[src/hw/qpd_pkg.sv]
package qpd_pkg;

  // ****************************************************************
  // Clock and timing
  // ****************************************************************
  localparam int unsigned CLK_PERIOD_NS    = 4;
  localparam int unsigned NV_WRITE_MS      = 5;
  localparam int unsigned NV_WRITE_CYCLES  = (NV_WRITE_MS * 1000000) / CLK_PERIOD_NS;
  localparam int unsigned WIPER_DELAY_NS   = 100;
  localparam int unsigned WIPER_DELAY_CYC  = WIPER_DELAY_NS / CLK_PERIOD_NS;

  // ****************************************************************
  // Address and instruction fields
  // ****************************************************************
  localparam logic [3:0] DEV_TYPE_ID   = 4'hA;  // Arbitrary value
  localparam int unsigned OPC_MSB      = 7;
  localparam int unsigned SLOT_LSB     = 2;
  localparam int unsigned POT_LSB      = 0;
  localparam logic [5:0] WIPER_RST_VAL = 6'h00;
  localparam logic [5:0] SLOT_RST_VAL  = 6'h20;

  // ****************************************************************
  // Opcodes
  // ****************************************************************
  localparam logic [3:0] OPC_RD_WIPER  = 4'h9;
  localparam logic [3:0] OPC_WR_WIPER  = 4'hA;
  localparam logic [3:0] OPC_RD_SLOT   = 4'hB;
  localparam logic [3:0] OPC_WR_SLOT   = 4'hC;
  localparam logic [3:0] OPC_SLOT2WIP  = 4'hD;
  localparam logic [3:0] OPC_WIP2SLOT  = 4'hE;
  localparam logic [3:0] OPC_GSLOT2WIP = 4'h1;
  localparam logic [3:0] OPC_GWIP2SLOT = 4'h8;
  localparam logic [3:0] OPC_STEP      = 4'h2;

  // ****************************************************************
  // Types
  // ****************************************************************
  typedef enum logic [2:0] {
    ST_IDLE  = 3'b000,
    ST_ADDR  = 3'b001,
    ST_INSTR = 3'b011,
    ST_DATA  = 3'b010,
    ST_READ  = 3'b110,
    ST_STEP  = 3'b111,
    ST_WAIT  = 3'b101
  } qpd_state_t;

  typedef struct packed {
    logic       sda_out;
    logic       sda_oe_n;
  } qpd_sda_t;

  typedef struct packed {
    qpd_state_t      st;
    logic [3:0]      bitcnt;
    logic [7:0]      shreg;
    logic [7:0]      instr;
    logic            ack_phase;
    logic            acked;
    logic            nv_pend;
    logic            wp_blk;
    logic [23:0]     busy_cnt;
    logic            nv_init;
    logic [1:0][3:0] sel_s;
    logic [1:0]      wg_s;
    logic [3:0][5:0] wiper;
    logic [3:0][5:0] wiper_out;
    logic [3:0][7:0] dly_cnt;
    qpd_sda_t        sda;
    logic [1:0]      scl_s;
    logic [1:0]      sda_s;
    logic            scl_d;
    logic            sda_d;
  } qpd_regs_t;

endpackage

[src/hw/qpd_decoder.sv]
`timescale 1ns/1ns
module qpd_decoder
  import qpd_pkg::*;
#(
  parameter int unsigned NV_CYCLES = NV_WRITE_CYCLES
) (
  // Clock and reset
  input  wire logic        mclk,
  input  wire logic        rst_n,
  // I2C pins
  input  wire logic        scl_in,
  input  wire logic        sda_in,
  output logic             sda_out,
  output logic             sda_oe_n,
  // Hard-wired select and write guard
  input  wire logic [3:0]  hardwired_select_pins,
  input  wire logic        write_guard_n,
  // Tap selects, one-hot per pot
  output logic [3:0][63:0] tap_sel,
  // Status
  output logic             nv_busy
);

  // ****************************************************************
  // Storage
  // ****************************************************************
  qpd_regs_t r_ff, nxt_r;
  logic [5:0] slots_ff [16];
  logic       slot_we;
  logic [3:0] slot_wa;
  logic [5:0] slot_wd;
  logic       gang_we;
  logic [1:0] gang_slot;

  logic scl, sda, scl_rise, scl_fall, start_c, stop_c;
  logic [3:0] opc;
  logic [1:0] slot, pot;

  assign scl      = r_ff.scl_s[1];
  assign sda      = r_ff.sda_s[1];
  assign scl_rise = scl & ~r_ff.scl_d;
  assign scl_fall = ~scl & r_ff.scl_d;
  assign start_c  = scl & r_ff.scl_d & r_ff.sda_d & ~sda;
  assign stop_c   = scl & r_ff.scl_d & ~r_ff.sda_d & sda;
  assign opc  = r_ff.instr[OPC_MSB -: 4];
  assign slot = r_ff.instr[SLOT_LSB +: 2];
  assign pot  = r_ff.instr[POT_LSB +: 2];

  // ****************************************************************
  // Next-state logic
  // ****************************************************************
  always_comb begin
    logic [7:0] b;
    logic       ok;
    b       = {r_ff.shreg[6:0], sda};
    ok      = 1'b0;
    nxt_r   = r_ff;
    slot_we = 1'b0;
    slot_wa = 4'h0;
    slot_wd = 6'h00;
    gang_we = 1'b0;
    gang_slot = 2'h0;
    nxt_r.scl_s = {r_ff.scl_s[0], scl_in};
    nxt_r.sda_s = {r_ff.sda_s[0], sda_in};
    nxt_r.scl_d = scl;
    nxt_r.sda_d = sda;
    nxt_r.sel_s = {r_ff.sel_s[0], hardwired_select_pins};
    nxt_r.wg_s  = {r_ff.wg_s[0], write_guard_n};

    // power-up load from first setting slot
    if (r_ff.nv_init) begin
      for (int p = 0; p < 4; p++) begin
        nxt_r.wiper[p] = slots_ff[p*4];
      end
      nxt_r.nv_init = 1'b0;
    end

    if (r_ff.busy_cnt != 24'h0) begin
      nxt_r.busy_cnt = r_ff.busy_cnt - 24'h1;
    end

    for (int p = 0; p < 4; p++) begin
      if (r_ff.wiper_out[p] == r_ff.wiper[p]) begin
        nxt_r.dly_cnt[p] = 8'h00;
      end else if (r_ff.dly_cnt[p] >= 8'(WIPER_DELAY_CYC - 1)) begin
        nxt_r.wiper_out[p] = r_ff.wiper[p];
        nxt_r.dly_cnt[p]   = 8'h00;
      end else begin
        nxt_r.dly_cnt[p] = r_ff.dly_cnt[p] + 8'h01;
      end
    end

    if (stop_c) begin
      if (r_ff.nv_pend && !r_ff.wp_blk) begin
        nxt_r.busy_cnt = 24'(NV_CYCLES);
        case (opc)
          OPC_WR_SLOT: begin
            slot_we = 1'b1;
            slot_wa = {pot, slot};
            slot_wd = r_ff.shreg[5:0];
          end
          OPC_WIP2SLOT: begin
            slot_we = 1'b1;
            slot_wa = {pot, slot};
            slot_wd = r_ff.wiper[pot];
          end
          OPC_GWIP2SLOT: begin
            gang_we   = 1'b1;
            gang_slot = slot;
          end
          default: begin
            nxt_r.busy_cnt = 24'h0;
          end
        endcase
      end
      nxt_r.st       = ST_IDLE;
      nxt_r.nv_pend  = 1'b0;
      nxt_r.sda      = '{sda_out: 1'b1, sda_oe_n: 1'b1};
    end else if (start_c) begin
      nxt_r.st        = ST_ADDR;
      nxt_r.bitcnt    = 4'h0;
      nxt_r.ack_phase = 1'b0;
      nxt_r.nv_pend   = 1'b0;
      nxt_r.wp_blk    = 1'b0;
      nxt_r.sda       = '{sda_out: 1'b1, sda_oe_n: 1'b1};
    end else if (r_ff.st == ST_STEP) begin
      // step as each SCL pulse ends
      if (scl_fall) begin
        if (sda && r_ff.wiper[pot] != 6'h3F) begin
          nxt_r.wiper[pot] = r_ff.wiper[pot] + 6'h01;
        end else if (!sda && r_ff.wiper[pot] != 6'h00) begin
          nxt_r.wiper[pot] = r_ff.wiper[pot] - 6'h01;
        end
      end
    end else if (r_ff.st != ST_IDLE && r_ff.st != ST_WAIT) begin
      if (scl_rise && !r_ff.ack_phase) begin
        nxt_r.shreg  = b;
        nxt_r.bitcnt = r_ff.bitcnt + 4'h1;
      end
      if (r_ff.ack_phase && scl_rise) begin
        nxt_r.acked = ~sda;
      end
      if (scl_fall) begin
        if (r_ff.ack_phase) begin
          nxt_r.ack_phase = 1'b0;
          nxt_r.bitcnt    = 4'h0;
          nxt_r.sda       = '{sda_out: 1'b1, sda_oe_n: 1'b1};
          case (r_ff.st)
            ST_ADDR: nxt_r.st = ST_INSTR;
            ST_INSTR: begin
              case (opc)
                OPC_STEP: nxt_r.st = ST_STEP;
                OPC_RD_WIPER, OPC_RD_SLOT: begin
                  nxt_r.st = ST_READ;
                  nxt_r.sda.sda_out  = r_ff.shreg[7];
                  nxt_r.sda.sda_oe_n = r_ff.shreg[7];
                end
                default: nxt_r.st = ST_DATA;
              endcase
            end
            ST_READ: begin
              // Master NACK ends the read
              nxt_r.st = r_ff.acked ? ST_READ : ST_WAIT;
              if (r_ff.acked) begin
                nxt_r.sda.sda_out  = r_ff.shreg[7];
                nxt_r.sda.sda_oe_n = r_ff.shreg[7];
              end
            end
            default: nxt_r.st = ST_WAIT;
          endcase
        end else if (r_ff.bitcnt == 4'h8) begin
          nxt_r.ack_phase = 1'b1;
          case (r_ff.st)
            ST_ADDR: begin
              ok = (r_ff.shreg[7:4] == DEV_TYPE_ID) && (r_ff.shreg[3:0] == r_ff.sel_s[1])
                   && (r_ff.busy_cnt == 24'h0);
              if (!ok) begin
                nxt_r.st = ST_IDLE;
                nxt_r.ack_phase = 1'b0;
              end
            end
            ST_INSTR: begin
              nxt_r.instr = r_ff.shreg;
              case (r_ff.shreg[7:4])
                OPC_RD_WIPER, OPC_WR_WIPER, OPC_STEP: ok = (r_ff.shreg[3:2] == 2'h0);
                OPC_GSLOT2WIP, OPC_GWIP2SLOT:         ok = (r_ff.shreg[1:0] == 2'h0);
                OPC_RD_SLOT, OPC_WR_SLOT, OPC_SLOT2WIP, OPC_WIP2SLOT: ok = 1'b1;
                default: ok = 1'b0;
              endcase
              if (!ok) begin
                nxt_r.instr = 8'h00;
              end
              case (r_ff.shreg[7:4])
                OPC_SLOT2WIP: nxt_r.wiper[r_ff.shreg[1:0]] = slots_ff[{r_ff.shreg[1:0], r_ff.shreg[3:2]}];
                OPC_GSLOT2WIP: begin
                  if (ok) begin
                    for (int p = 0; p < 4; p++) begin
                      nxt_r.wiper[p] = slots_ff[p*4 + int'(r_ff.shreg[3:2])];
                    end
                  end
                end
                OPC_WIP2SLOT, OPC_GWIP2SLOT: begin
                  nxt_r.nv_pend = ok;
                  nxt_r.wp_blk  = ~r_ff.wg_s[1];
                end
                OPC_RD_WIPER: nxt_r.shreg = {2'h0, r_ff.wiper[r_ff.shreg[1:0]]};
                OPC_RD_SLOT: nxt_r.shreg = {2'h0, slots_ff[{r_ff.shreg[1:0], r_ff.shreg[3:2]}]};
                default: ;
              endcase
            end
            ST_DATA: begin
              // data byte of a three-byte write
              case (opc)
                OPC_WR_WIPER: {ok, nxt_r.wiper[pot]} = {1'b1, r_ff.shreg[5:0]};
                OPC_WR_SLOT: begin
                  ok = r_ff.wg_s[1];
                  nxt_r.nv_pend = ok;
                  if (!ok) begin
                    nxt_r.ack_phase = 1'b0;
                    nxt_r.st = ST_WAIT;
                  end
                end
                default: ;
              endcase
            end
            default: ok = 1'b0;
          endcase
          // Drive the acknowledge low
          if (ok && r_ff.st != ST_READ) begin
            nxt_r.sda = '{sda_out: 1'b0, sda_oe_n: 1'b0};
          end else begin
            nxt_r.sda = '{sda_out: 1'b1, sda_oe_n: 1'b1};
          end
        end else if (r_ff.st == ST_READ) begin
          // Next read bit sits on top after each shift; ones are released
          nxt_r.sda.sda_out  = r_ff.shreg[7];
          nxt_r.sda.sda_oe_n = r_ff.shreg[7];
        end
      end
    end
  end

  // ****************************************************************
  // State register
  // ****************************************************************
  always_ff @(posedge mclk) begin
    if (!rst_n) begin
      // wipers lose value, reloaded after reset
      r_ff         <= '0;
      r_ff.st      <= ST_IDLE;
      r_ff.nv_init <= 1'b1;
      r_ff.sda     <= '{sda_out: 1'b1, sda_oe_n: 1'b1};
      r_ff.scl_s   <= 2'h3;
      r_ff.sda_s   <= 2'h3;
      r_ff.scl_d   <= 1'b1;
      r_ff.sda_d   <= 1'b1;
      r_ff.wiper   <= {4{WIPER_RST_VAL}};
    end else begin
      r_ff <= nxt_r;
    end
  end

  // ****************************************************************
  // Setting slots, non-volatile across reset
  // ****************************************************************
  // sixteen setting slots
  always_ff @(posedge mclk) begin
    if (slot_we) begin
      slots_ff[slot_wa] <= slot_wd;
    end
    if (gang_we) begin
      for (int p = 0; p < 4; p++) begin
        slots_ff[p*4 + int'(gang_slot)] <= r_ff.wiper[p];
      end
    end
  end

  // ****************************************************************
  // Outputs
  // ****************************************************************
  // one-hot tap decode
  always_comb begin
    for (int p = 0; p < 4; p++) begin
      tap_sel[p] = 64'h1 << r_ff.wiper_out[p];
    end
  end
  assign sda_out  = r_ff.sda.sda_out;
  assign sda_oe_n = r_ff.sda.sda_oe_n;
  assign nv_busy  = (r_ff.busy_cnt != 24'h0);

endmodule

[config.mk]
export PLATFORM = sky130hd
export DESIGN_NAME = qpd_decoder
export DESIGN_NICKNAME = d
export VERILOG_FILES = /design/src/hw/qpd_pkg.sv /design/src/hw/qpd_decoder.sv
export SDC_FILE = /design/constraint.sdc
export NUM_CORES = 1
export LEC_CHECK = 0
export ABC_AREA = 1
export BUFFER_PORTS_ARGS = -buffer_cell sky130_fd_sc_hd__buf_2
export CAP_MARGIN = 20
export CELL_PAD_IN_SITES_DETAIL_PLACEMENT = 0
export CELL_PAD_IN_SITES_GLOBAL_PLACEMENT = 1
export CORE_ASPECT_RATIO = 1.2
export CORE_UTILIZATION = 41
export DETAILED_ROUTE_END_ITERATION = 6
export PLACE_DENSITY_LB_ADDON = 0.1
export REMOVE_ABC_BUFFERS = 1
export SYNTH_ARGS = -nofsm -noshare
export SYNTH_HDL_FRONTEND = slang
export SYNTH_SLANG_ARGS = --single-unit
[constraint.sdc]
create_clock -name mclk -period 2.59 [get_ports mclk]
set_input_delay 0.259 -clock mclk [delete_from_list [all_inputs] [get_ports mclk]]
set_output_delay 0.259 -clock mclk [all_outputs]
set_load 0.05 [all_outputs]
Word-level counts from Yosys, hierarchy flattened
Memory sizes are Yosys's and may differ from the RTL's. A register that Yosys moved wholly into a read port is not among the register bits.
Cells that the tools add are included.
{"block": "word_totals", "regBits": 150, "mem_bits_rw": 96, "input_bits": 9, "output_inout_bits": 259, "wordCells": 322, "memories": 1}
{"block": "classes", "n_addsub": 14, "magnitude_cmp": 8, "n_eq_ne": 40, "shift": 4, "n_mux": 143, "n_bitwise": 21, "reduce_logical": 59}
{"name": "slots_ff", "depth": 16, "word_bits": 6, "rd": 9, "rd_ports_with_merged_regs": 2, "write_ports": 4, "line_no": "qpd_decoder.sv:28", "rtl": "logic [5:0] slots_ff [16];"}
{"op": "$mux W24", "n": 16}
{"op": "$shl A1 B6 Y64 const A", "n": 4}
{"op": "$mux W99", "n": 1}
{"op": "$bwmux W24", "n": 4}
{"op": "$pmux W24 S2", "n": 2}
{"op": "$mux W6", "n": 15}
{"op": "$mux W8", "n": 9}
{"op": "$mux W12", "n": 5}
{"op": "$eq A4 B4 Y1 const B", "n": 14}
{"op": "$mux W25", "n": 2}
{"op": "$mux W2", "n": 20}
{"op": "$reduce_and A8 Y1", "n": 5}
{"op": "$mux W4", "n": 9}
{"op": "$mux W1", "n": 34}
{"op": "$add A8 B1 Y8 const B", "n": 4}
{"op": "$ge A8 B5 Y1 const B", "n": 4}
{"op": "$mux W16", "n": 2}
{"op": "$bmux W6 S2", "n": 2}
{"op": "$demux W6 S2", "n": 2}
{"op": "$eq A6 B6 Y1", "n": 4}
{"op": "$logic_not A24 Y1", "n": 1}
{"op": "$reduce_bool A24 Y1", "n": 1}
{"op": "$sub A24 B1 Y24 const B", "n": 1}
{"op": "$mux W22", "n": 1}
{"op": "48 further kinds", "n": 127}

Longest topological paths before layout
Gate-level depths: netlist (run 1).
{"block": "logic_depth", "ltp_word": 29, "ltp_mapped": 20, "ltp_nobuf": 18}

Worst setup path after synthesis (run 1)
No wires, ideal clock.
{"block": "synth_timing", "kind": "reg2out", "startpoint": "register r_ff[62] (netlist name)", "endpoint": "output tap_sel[221] (netlist name)", "arrival_time_ps": 2162, "t_required_ps": 2331, "setup_slack_ps": 169, "path_stages_with_launch": 6, "n_path_buf": 3, "path_cell_list": "dfxtp_1 clkbuf_1 inv_1 clkbuf_1 buf_1 nor3_1"}
{"item": "start, declared", "line_no": "qpd_decoder.sv:27", "rtl": "qpd_regs_t r_ff, nxt_r;"}
{"item": "start signal, assigned", "line_no": "qpd_decoder.sv:259", "rtl": "r_ff <= nxt_r;"}
{"item": "end, declared", "line_no": "qpd_decoder.sv:19", "rtl": "output logic [3:0][63:0] tap_sel,"}

==> results of run 1 <==
-- worst min-delay path: cells and delay by family --
kind,cells,cell delay (ps)
AND/OR/NAND/NOR,1,100
buffers and inverters,2,260
-- cells by family (layout without fill, tap and decap cells) --
family | count (synthesis) | after routing
buf+inv | 500 | 811
compound gates | 544 | 544
simple gates | 1544 | 1544
xor+xnor | 24 | 24
other cells | 1 | 12
flops | 249 | 249
fa+ha+maj | 15 | 15
-- state kept, by name, summed over array words and instances, names as in the netlist, named ones only --
name / cells
r_ff: 133
slots_ff: 96
nxt_r: 9
opc: 4
pot: 2
sda_out: 1
-- Yosys cell counts, types with 14 or more instances --
cell type	instances
nand2_1	637
o22ai_1	15
xor2_1	19
o21ai_0	302
nor3_1	51
dfxtp_1	153
inv_1	305
a21oi_1	127
o21ai_1	23
nand3_1	254
ha_1	15
clkbuf_1	117
nor2_1	421
buf_1	14
edfxtp_1	96
nand4_1	114
buf_2	32
-- stage by stage --
step | total power [uW] | utilization (%) | TNS (ps) | std cells
after floorplan | 6715 | - | -40050 | 2713
after detailed placement | 7795 | 47.71 | 0 | 3684
after CTS | 12240 | 50.34 | 0 | 3749
after global placement | 7764 | 47.71 | 0 | 3684
final | 12200 | 50.51 | 0 | 3751
after global routing | 12810 | 50.51 | 0 | 3751
-- routing by layer --
| metal | GRT usage [%] | up-vias | wire length (microns) |
|---|---|---|---|
| met5 | 0 | - | 0 |
| met2 | 55.18 | 915 | 35530 |
| met3 | 4.154 | 194 | 5276 |
| met1 | 40.68 | 9594 | 30440 |
| met4 | 17.47 | 0 | 4200 |
| li1 | - | 10079 | - |
-- worst min path at each step --
stage,startpoint,slack (ps),endpoint,depth (start not counted)
2_1_floorplan,rst_n,330,r_ff[1],1
3_3_place_gp,nxt_r[96],400,r_ff[96],2
3_5_place_dp,nxt_r[3],400,nxt_r[0],1
4_1_cts,rst_n,40,nxt_r[95],3
5_1_grt,rst_n,80,nxt_r[96],3
6_report,rst_n,70,nxt_r[95],3
-- power by group through the flow --
stage	clock network [uW]	logic (uW)	registers [uW]
after global routing	4650	3570	4600
after global placement	0	3130	4630
after CTS	4490	3190	4560
final	4420	3220	4560
after floorplan	0	2060	4660
after detailed placement	0	3160	4640
-- placed cells by master, fill, tap and decap left out, drive strengths merged, types with 2 or more instances in the layout --
| cell type | instances |
|---|---|
| or2 | 6 |
| and3 | 2 |
| o221ai | 3 |
| dfxtp | 153 |
| nor3 | 51 |
| conb | 12 |
| o2111ai | 4 |
| xnor2 | 5 |
| a31oi | 6 |
| a21oi | 130 |
| o21bai | 5 |
| edfxtp | 96 |
| inv | 317 |
| o21ai | 332 |
| a211oi | 4 |
| nor4 | 7 |
| ha | 15 |
| nand4 | 115 |
| o21a | 12 |
| nor2 | 445 |
| nand2 | 653 |
| clkinvlp | 4 |
| a2111o | 2 |
| nand3 | 261 |
| o22ai | 15 |
| a22o | 3 |
| xor2 | 19 |
| clkbuf | 42 |
| nand3b | 2 |
| dlygate4sd3 | 7 |
| clkinv | 14 |
| a22oi | 13 |
| o211ai | 11 |
| buf | 423 |
| bufinv | 4 |
-- repair_timing --
action	4_1_cts	5_1_grt
setup buffers	2	2
resized for setup	4	24
endpoints found under the hold margin	7	0
endpoints found under the setup margin	48	172
hold buffers	7	0
pin swaps	0	1
-- cell type report --
cell class / count / area (sq um)
flip-flops and latches: 249 / 5954
inverters: 325 / 1236
multi-input cells: 2139 / 10240
fillers: 4552 / 21330
well taps: 552 / 690.7
clock buffers: 42 / 830.8
clock inverters: 14 / 200.2
repair buffers: 430 / 2619
==> results_dict.tcl, run 1 <==
set metrics [dict create \
    worstReg2RegStart "pot[0]" \
    crit_buf_inv 2 \
    synth.yosys.warnings 0 \
    synth_top_family_by_area "simple AND/OR/NAND/NOR gates" \
    critPathLaunchType "flip-flop" \
    htreeDepth 1 \
    synthTopCellsByArea "dfxtp_1, edfxtp_1, nand2_1, nor2_1, o21ai_0" \
    p_seq_share_pct 37.4 \
    hold_violations 0 \
    placed_area_sq_um 20560 \
    max_freq_ghz 0.4074 \
    fin_skew_ps 22.93 \
    power.switching_uw 4347 \
    cp.arrival_ps 2200 \
    worst-path-max-fanout 7 \
    internal_power_uw 7858 \
    yosys.area_share.simple_pct 37.50 \
    core-area_sq_um 43100 \
    grt_pass1_wl_microns 113200 \
    io_buffers 267 \
    endpoint "tap_sel[205]" \
    p_clk_share_pct 36.2 \
    status "finished with violations" \
    initial_core_util_pct 41.96 \
    final_area_sq_um 21770 \
    netlist_instances 2877 \
    crit_cells 5 \
    cp-end-kind "output port" \
    grt_use_total_pct 32.70 \
    worst_slack_ps 135.3 \
    switching_share_pct 35.62 \
    drive_gt1_share_pct 17.79 \
    async_flop_share_pct 0 \
    grt_max_degree 49 \
    synth_ff_type "dfxtp_1" \
    muxShareOfSynthArea_pct 0 \
    violations "DRC" \
    clock_sinks 249 \
    ioPinCount 268 \
    cp.required_ps 2330 \
    synth_seq_area_share_pct 32.88 \
    yosysUniqueCellTypes 56 \
    viasPerCell 5.540 \
    combinationalPowerShare_pct 26.4 \
    synth_edf_count 96 \
    r2r_cells 12 \
    routed_wl_microns 75450 \
    diodes 0 \
    fin_nets 3199 \
    synth-compound-area-share_pct 16.39 \
    maxSlewViolCount 0 \
    drt_pass1_iterations 7 \
    synth_top_area_share_pct 16.94 \
    leakage_uw 0.01048 \
    setup_viol 0 \
    path_cells "inv_1, nor2_1, nand3_1, nor3_1, buf_2" \
    timing.critical_path.from "r_ff[58]" \
    r2r_slack_ps 160 \
    slew-limit-headroom_pct 53.40 \
    wl_per_cell_microns 20.12 \
    ant_nets 0 \
    grt.overflow.total 0 \
    peakVddDrop_uv 740.6 \
    vias 20782 \
    syn_area_per_cell_sq_um 6.285 \
    period_share_pct 94.78 \
    pre_cts_ws_ps 93.92 \
    syn-cell-area_sq_um 18080 \
    fp-row-count 83 \
    worstMarginPinSlew_ps 691.7 \
    synth_seq_cells 249 \
    critical_path_class "flip-flop to output port" \
    hold_slack_ps 66.54 \
    drt_iter0_markers 2052 \
    max_stage_delay_ps 390 \
    crit_slowest_cell "dfxtp_1" \
    grt_pass1_vias 19112 \
    cts_root_buf "clkbuf_16" \
    synth_top_area_cell "dfxtp_1" \
    grt_antenna_before_repair 0 \
    crit_family "simple AND/OR/NAND/NOR gates" \
    drc 1 \
    dieArea_sq_um 44950 \
    cts.path.max_buffers 3 \
    rsz0062_at_grt "no" \
    clkTransAtPathRegs_ps 60 \
    r2r_end "slots_ff[6][1]" \
    synthXorXnorAreaFrac_pct 1.162 \
    clock_latency_ps 600 \
    area_delta_synth_final_pct 20.39 \
    die_w_microns 193.7 \
    die_y_microns 232.1 \
    maxCapViolCount 0 \
    tritoncts "done" \
    hold_path_class "input port to flip-flop" \
    powerDensity_nw_per_um2 560.6 \
    min_period_ps 2455 \
    numCtsBuffers 30 \
    dpl.hpwl_microns 58860 \
    place.gp.congestion 0.9955 \
    synthAdderAreaFrac_pct 1.038 \
]
No activity file was read; power rests on OpenSTA's default activity.
==> inputs of run 2 (changes only) <==
--- a/config.mk
+++ b/config.mk
@@ -11,6 +11,7 @@
 export CELL_PAD_IN_SITES_DETAIL_PLACEMENT = 0
 export CELL_PAD_IN_SITES_GLOBAL_PLACEMENT = 1
 export CORE_ASPECT_RATIO = 1.2
+export CORE_MARGIN = 10
 export CORE_UTILIZATION = 41
 export DETAILED_ROUTE_END_ITERATION = 6
 export PLACE_DENSITY_LB_ADDON = 0.1
==> results_dict.tcl, run 2 (synthesis gave the netlist of run 1 again) <==
set metrics [dict create \
    ioPinCount 268 \
    clkTransAtPathRegs_ps 60 \
    cts_root_buf "clkbuf_16" \
    leakage_uw 0.01039 \
    period_share_pct 98.86 \
    slew-limit-headroom_pct 53.10 \
    timing.critical_path.from "opc[0]" \
    numCtsBuffers 27 \
    critical_path_class "flip-flop to flip-flop" \
    finalSetupTns_ps 0 \
    clock_latency_ps 560 \
    powerDensity_nw_per_um2 541.9 \
    endpoint "slots_ff[7][4]" \
    pre_cts_ws_ps -2.180 \
    internal_power_uw 7419 \
    setup_viol 0 \
    largest_register_ffs 133 \
    worst-path-max-fanout 6 \
    switching_share_pct 36.61 \
    fp-row-count 84 \
    status "finished, final reports clean" \
    mostFrequentLayoutCell "nand2_1" \
    top_register "r_ff" \
    htreeDepth 1 \
    stdcell_count 3746 \
    multiInputGateArea_sq_um 10250 \
    min_period_ps 2560 \
    maxSlewViolCount 0 \
    grt_max_degree 49 \
    fin_nets 3190 \
    r2r_cells 9 \
    ant_nets 0 \
    power.switching_uw 4284 \
    p_clk_share_pct 33.2 \
    fillers 4619 \
    cts.path.max_buffers 3 \
    grt_pass1_wl_microns 118100 \
    core-area_sq_um 43720 \
    vias 20933 \
    combinationalPowerShare_pct 27.9 \
    max_stage_delay_ps 440 \
    grt_use_total_pct 28.39 \
    utilization_pct 49.39 \
    critPathLaunchType "flip-flop" \
    io_buffers 267 \
    cp.required_ps 2970 \
    tritoncts "done" \
    cp.arrival_ps 2940 \
    grt.overflow.total 0 \
    dieArea_sq_um 52940 \
    r2r_end "slots_ff[7][4]" \
    power_uw 11700 \
    drc 0 \
    rsz0062_at_grt "no" \
    peakVddDrop_uv 474.1 \
    path_cells "inv_1, nand3_1, nor2_1, inv_1, o22ai_1, nand2_1, o21ai_2, nand2_1, o21ai_0" \
    drt_pass1_iterations 6 \
    worstReg2RegStart "opc[0]" \
    worstMarginPinSlew_ps 696.1 \
    die_w_microns 211.7 \
    wl_per_cell_microns 20.81 \
    r2r_slack_ps 30 \
    cts_setup_buffers 0 \
    grt_pass1_vias 19743 \
    area_delta_synth_final_pct 19.43 \
    viasPerCell 5.588 \
    seq_area_sq_um 5953 \
    fin_skew_ps 17.59 \
    routed_wl_microns 77950 \
    initial_core_util_pct 41.36 \
    grt_antenna_before_repair 0 \
    drt_iter0_markers 2165 \
    hold_violations 0 \
    hold_path_class "input port to flip-flop" \
    mostFrequentLayoutCells "nand2_1, nor2_1, inv_1, o21ai_0, buf_2" \
    worst_slack_ps 29.59 \
    max_freq_ghz 0.3906 \
    place.gp.congestion 1.035 \
    clock_sinks 249 \
    dp.cells 3689 \
    p_seq_share_pct 39.0 \
    die_y_microns 250.1 \
    maxCapViolCount 0 \
    cp-end-kind "flip-flop" \
    dpl.hpwl_microns 61110 \
    crit_slowest_cell "nor2_1" \
    drive_gt1_share_pct 17.23 \
]
[run 2: changes by cell type in the layout (fill, tap and decap cells not counted), moves of 3 or more]
cell / delta
inv_4: -3
bufinv_16: -3
clkbuf_2: -4
o21ai_1: -3
nor3_1: -3
clkinvlp_4: -4
buf_4: -7
clkbuf_1: +4
[run 2: layout make-up]
type                            instances  share of cell area (%)
Antenna cell                            1                 0.01159
Clock buffer                           41                   3.708
Clock inverter                          8                  0.3360
Inverter                              325                   5.672
Multi-Input combinational cell       2139                   47.45
Sequential cell                       249                   27.57
Tap cell                              559                   3.239
Timing Repair Buffer                  424                   12.02
[run 2: worst min-delay path by stage]
stage	from	end	slack (ps)	depth (start not counted)
floorplan	rst_n	r_ff[1]	330	1
global placement	nxt_r[95]	r_ff[95]	390	2
detailed placement	nxt_r[95]	r_ff[95]	400	2
CTS	rst_n	r_ff[1]	70	2
global route	rst_n	r_ff[1]	110	2
finish	rst_n	r_ff[1]	90	2
[run 2: layer usage]
layer / up-vias / GRT usage (%) / routed length [microns]
met2: 912 / 46.16 / 36420
met1: 9761 / 36.28 / 31950
met5: - / 0 / 0
li1: 10060 / - / -
met4: 0 / 13.12 / 3687
met3: 200 / 4.198 / 5893
[run 2: timing repair]
item / in CTS / in global routing
hold buffers: 7 / 0
gates resized for setup: 4 / 16
gates cloned: 0 / 0
endpoints found under the setup margin: 22 / 187
hold endpoints to repair: 7 / 0
[run 2: critical path, delay by kind of cell, from the launching register on]
kind | cells | cell delay, ps
AO/OA/AOI/OAI | 3 | 700
buffers and inverters | 2 | 290
flip-flops | 1 | 370
AND/OR/NAND/NOR | 4 | 1020
[run 2: stage by stage]
stage	hold slack (ps)	instance area, sq um
CTS	72.90	21530
global route	107.4	21590
global placement	393.5	20580
finish	93.22	21600
detailed placement	402.1	20580
floorplan	328.2	17360
[run 2: power groups by stage]
stage / registers [uW] / logic [uW] / clock network (uW)
CTS: 4550 / 3200 / 3970
global route: 4590 / 3580 / 4110
finish: 4560 / 3260 / 3880
detailed placement: 4630 / 3190 / 0
floorplan: 4660 / 2060 / 0
global placement: 4630 / 3130 / 0
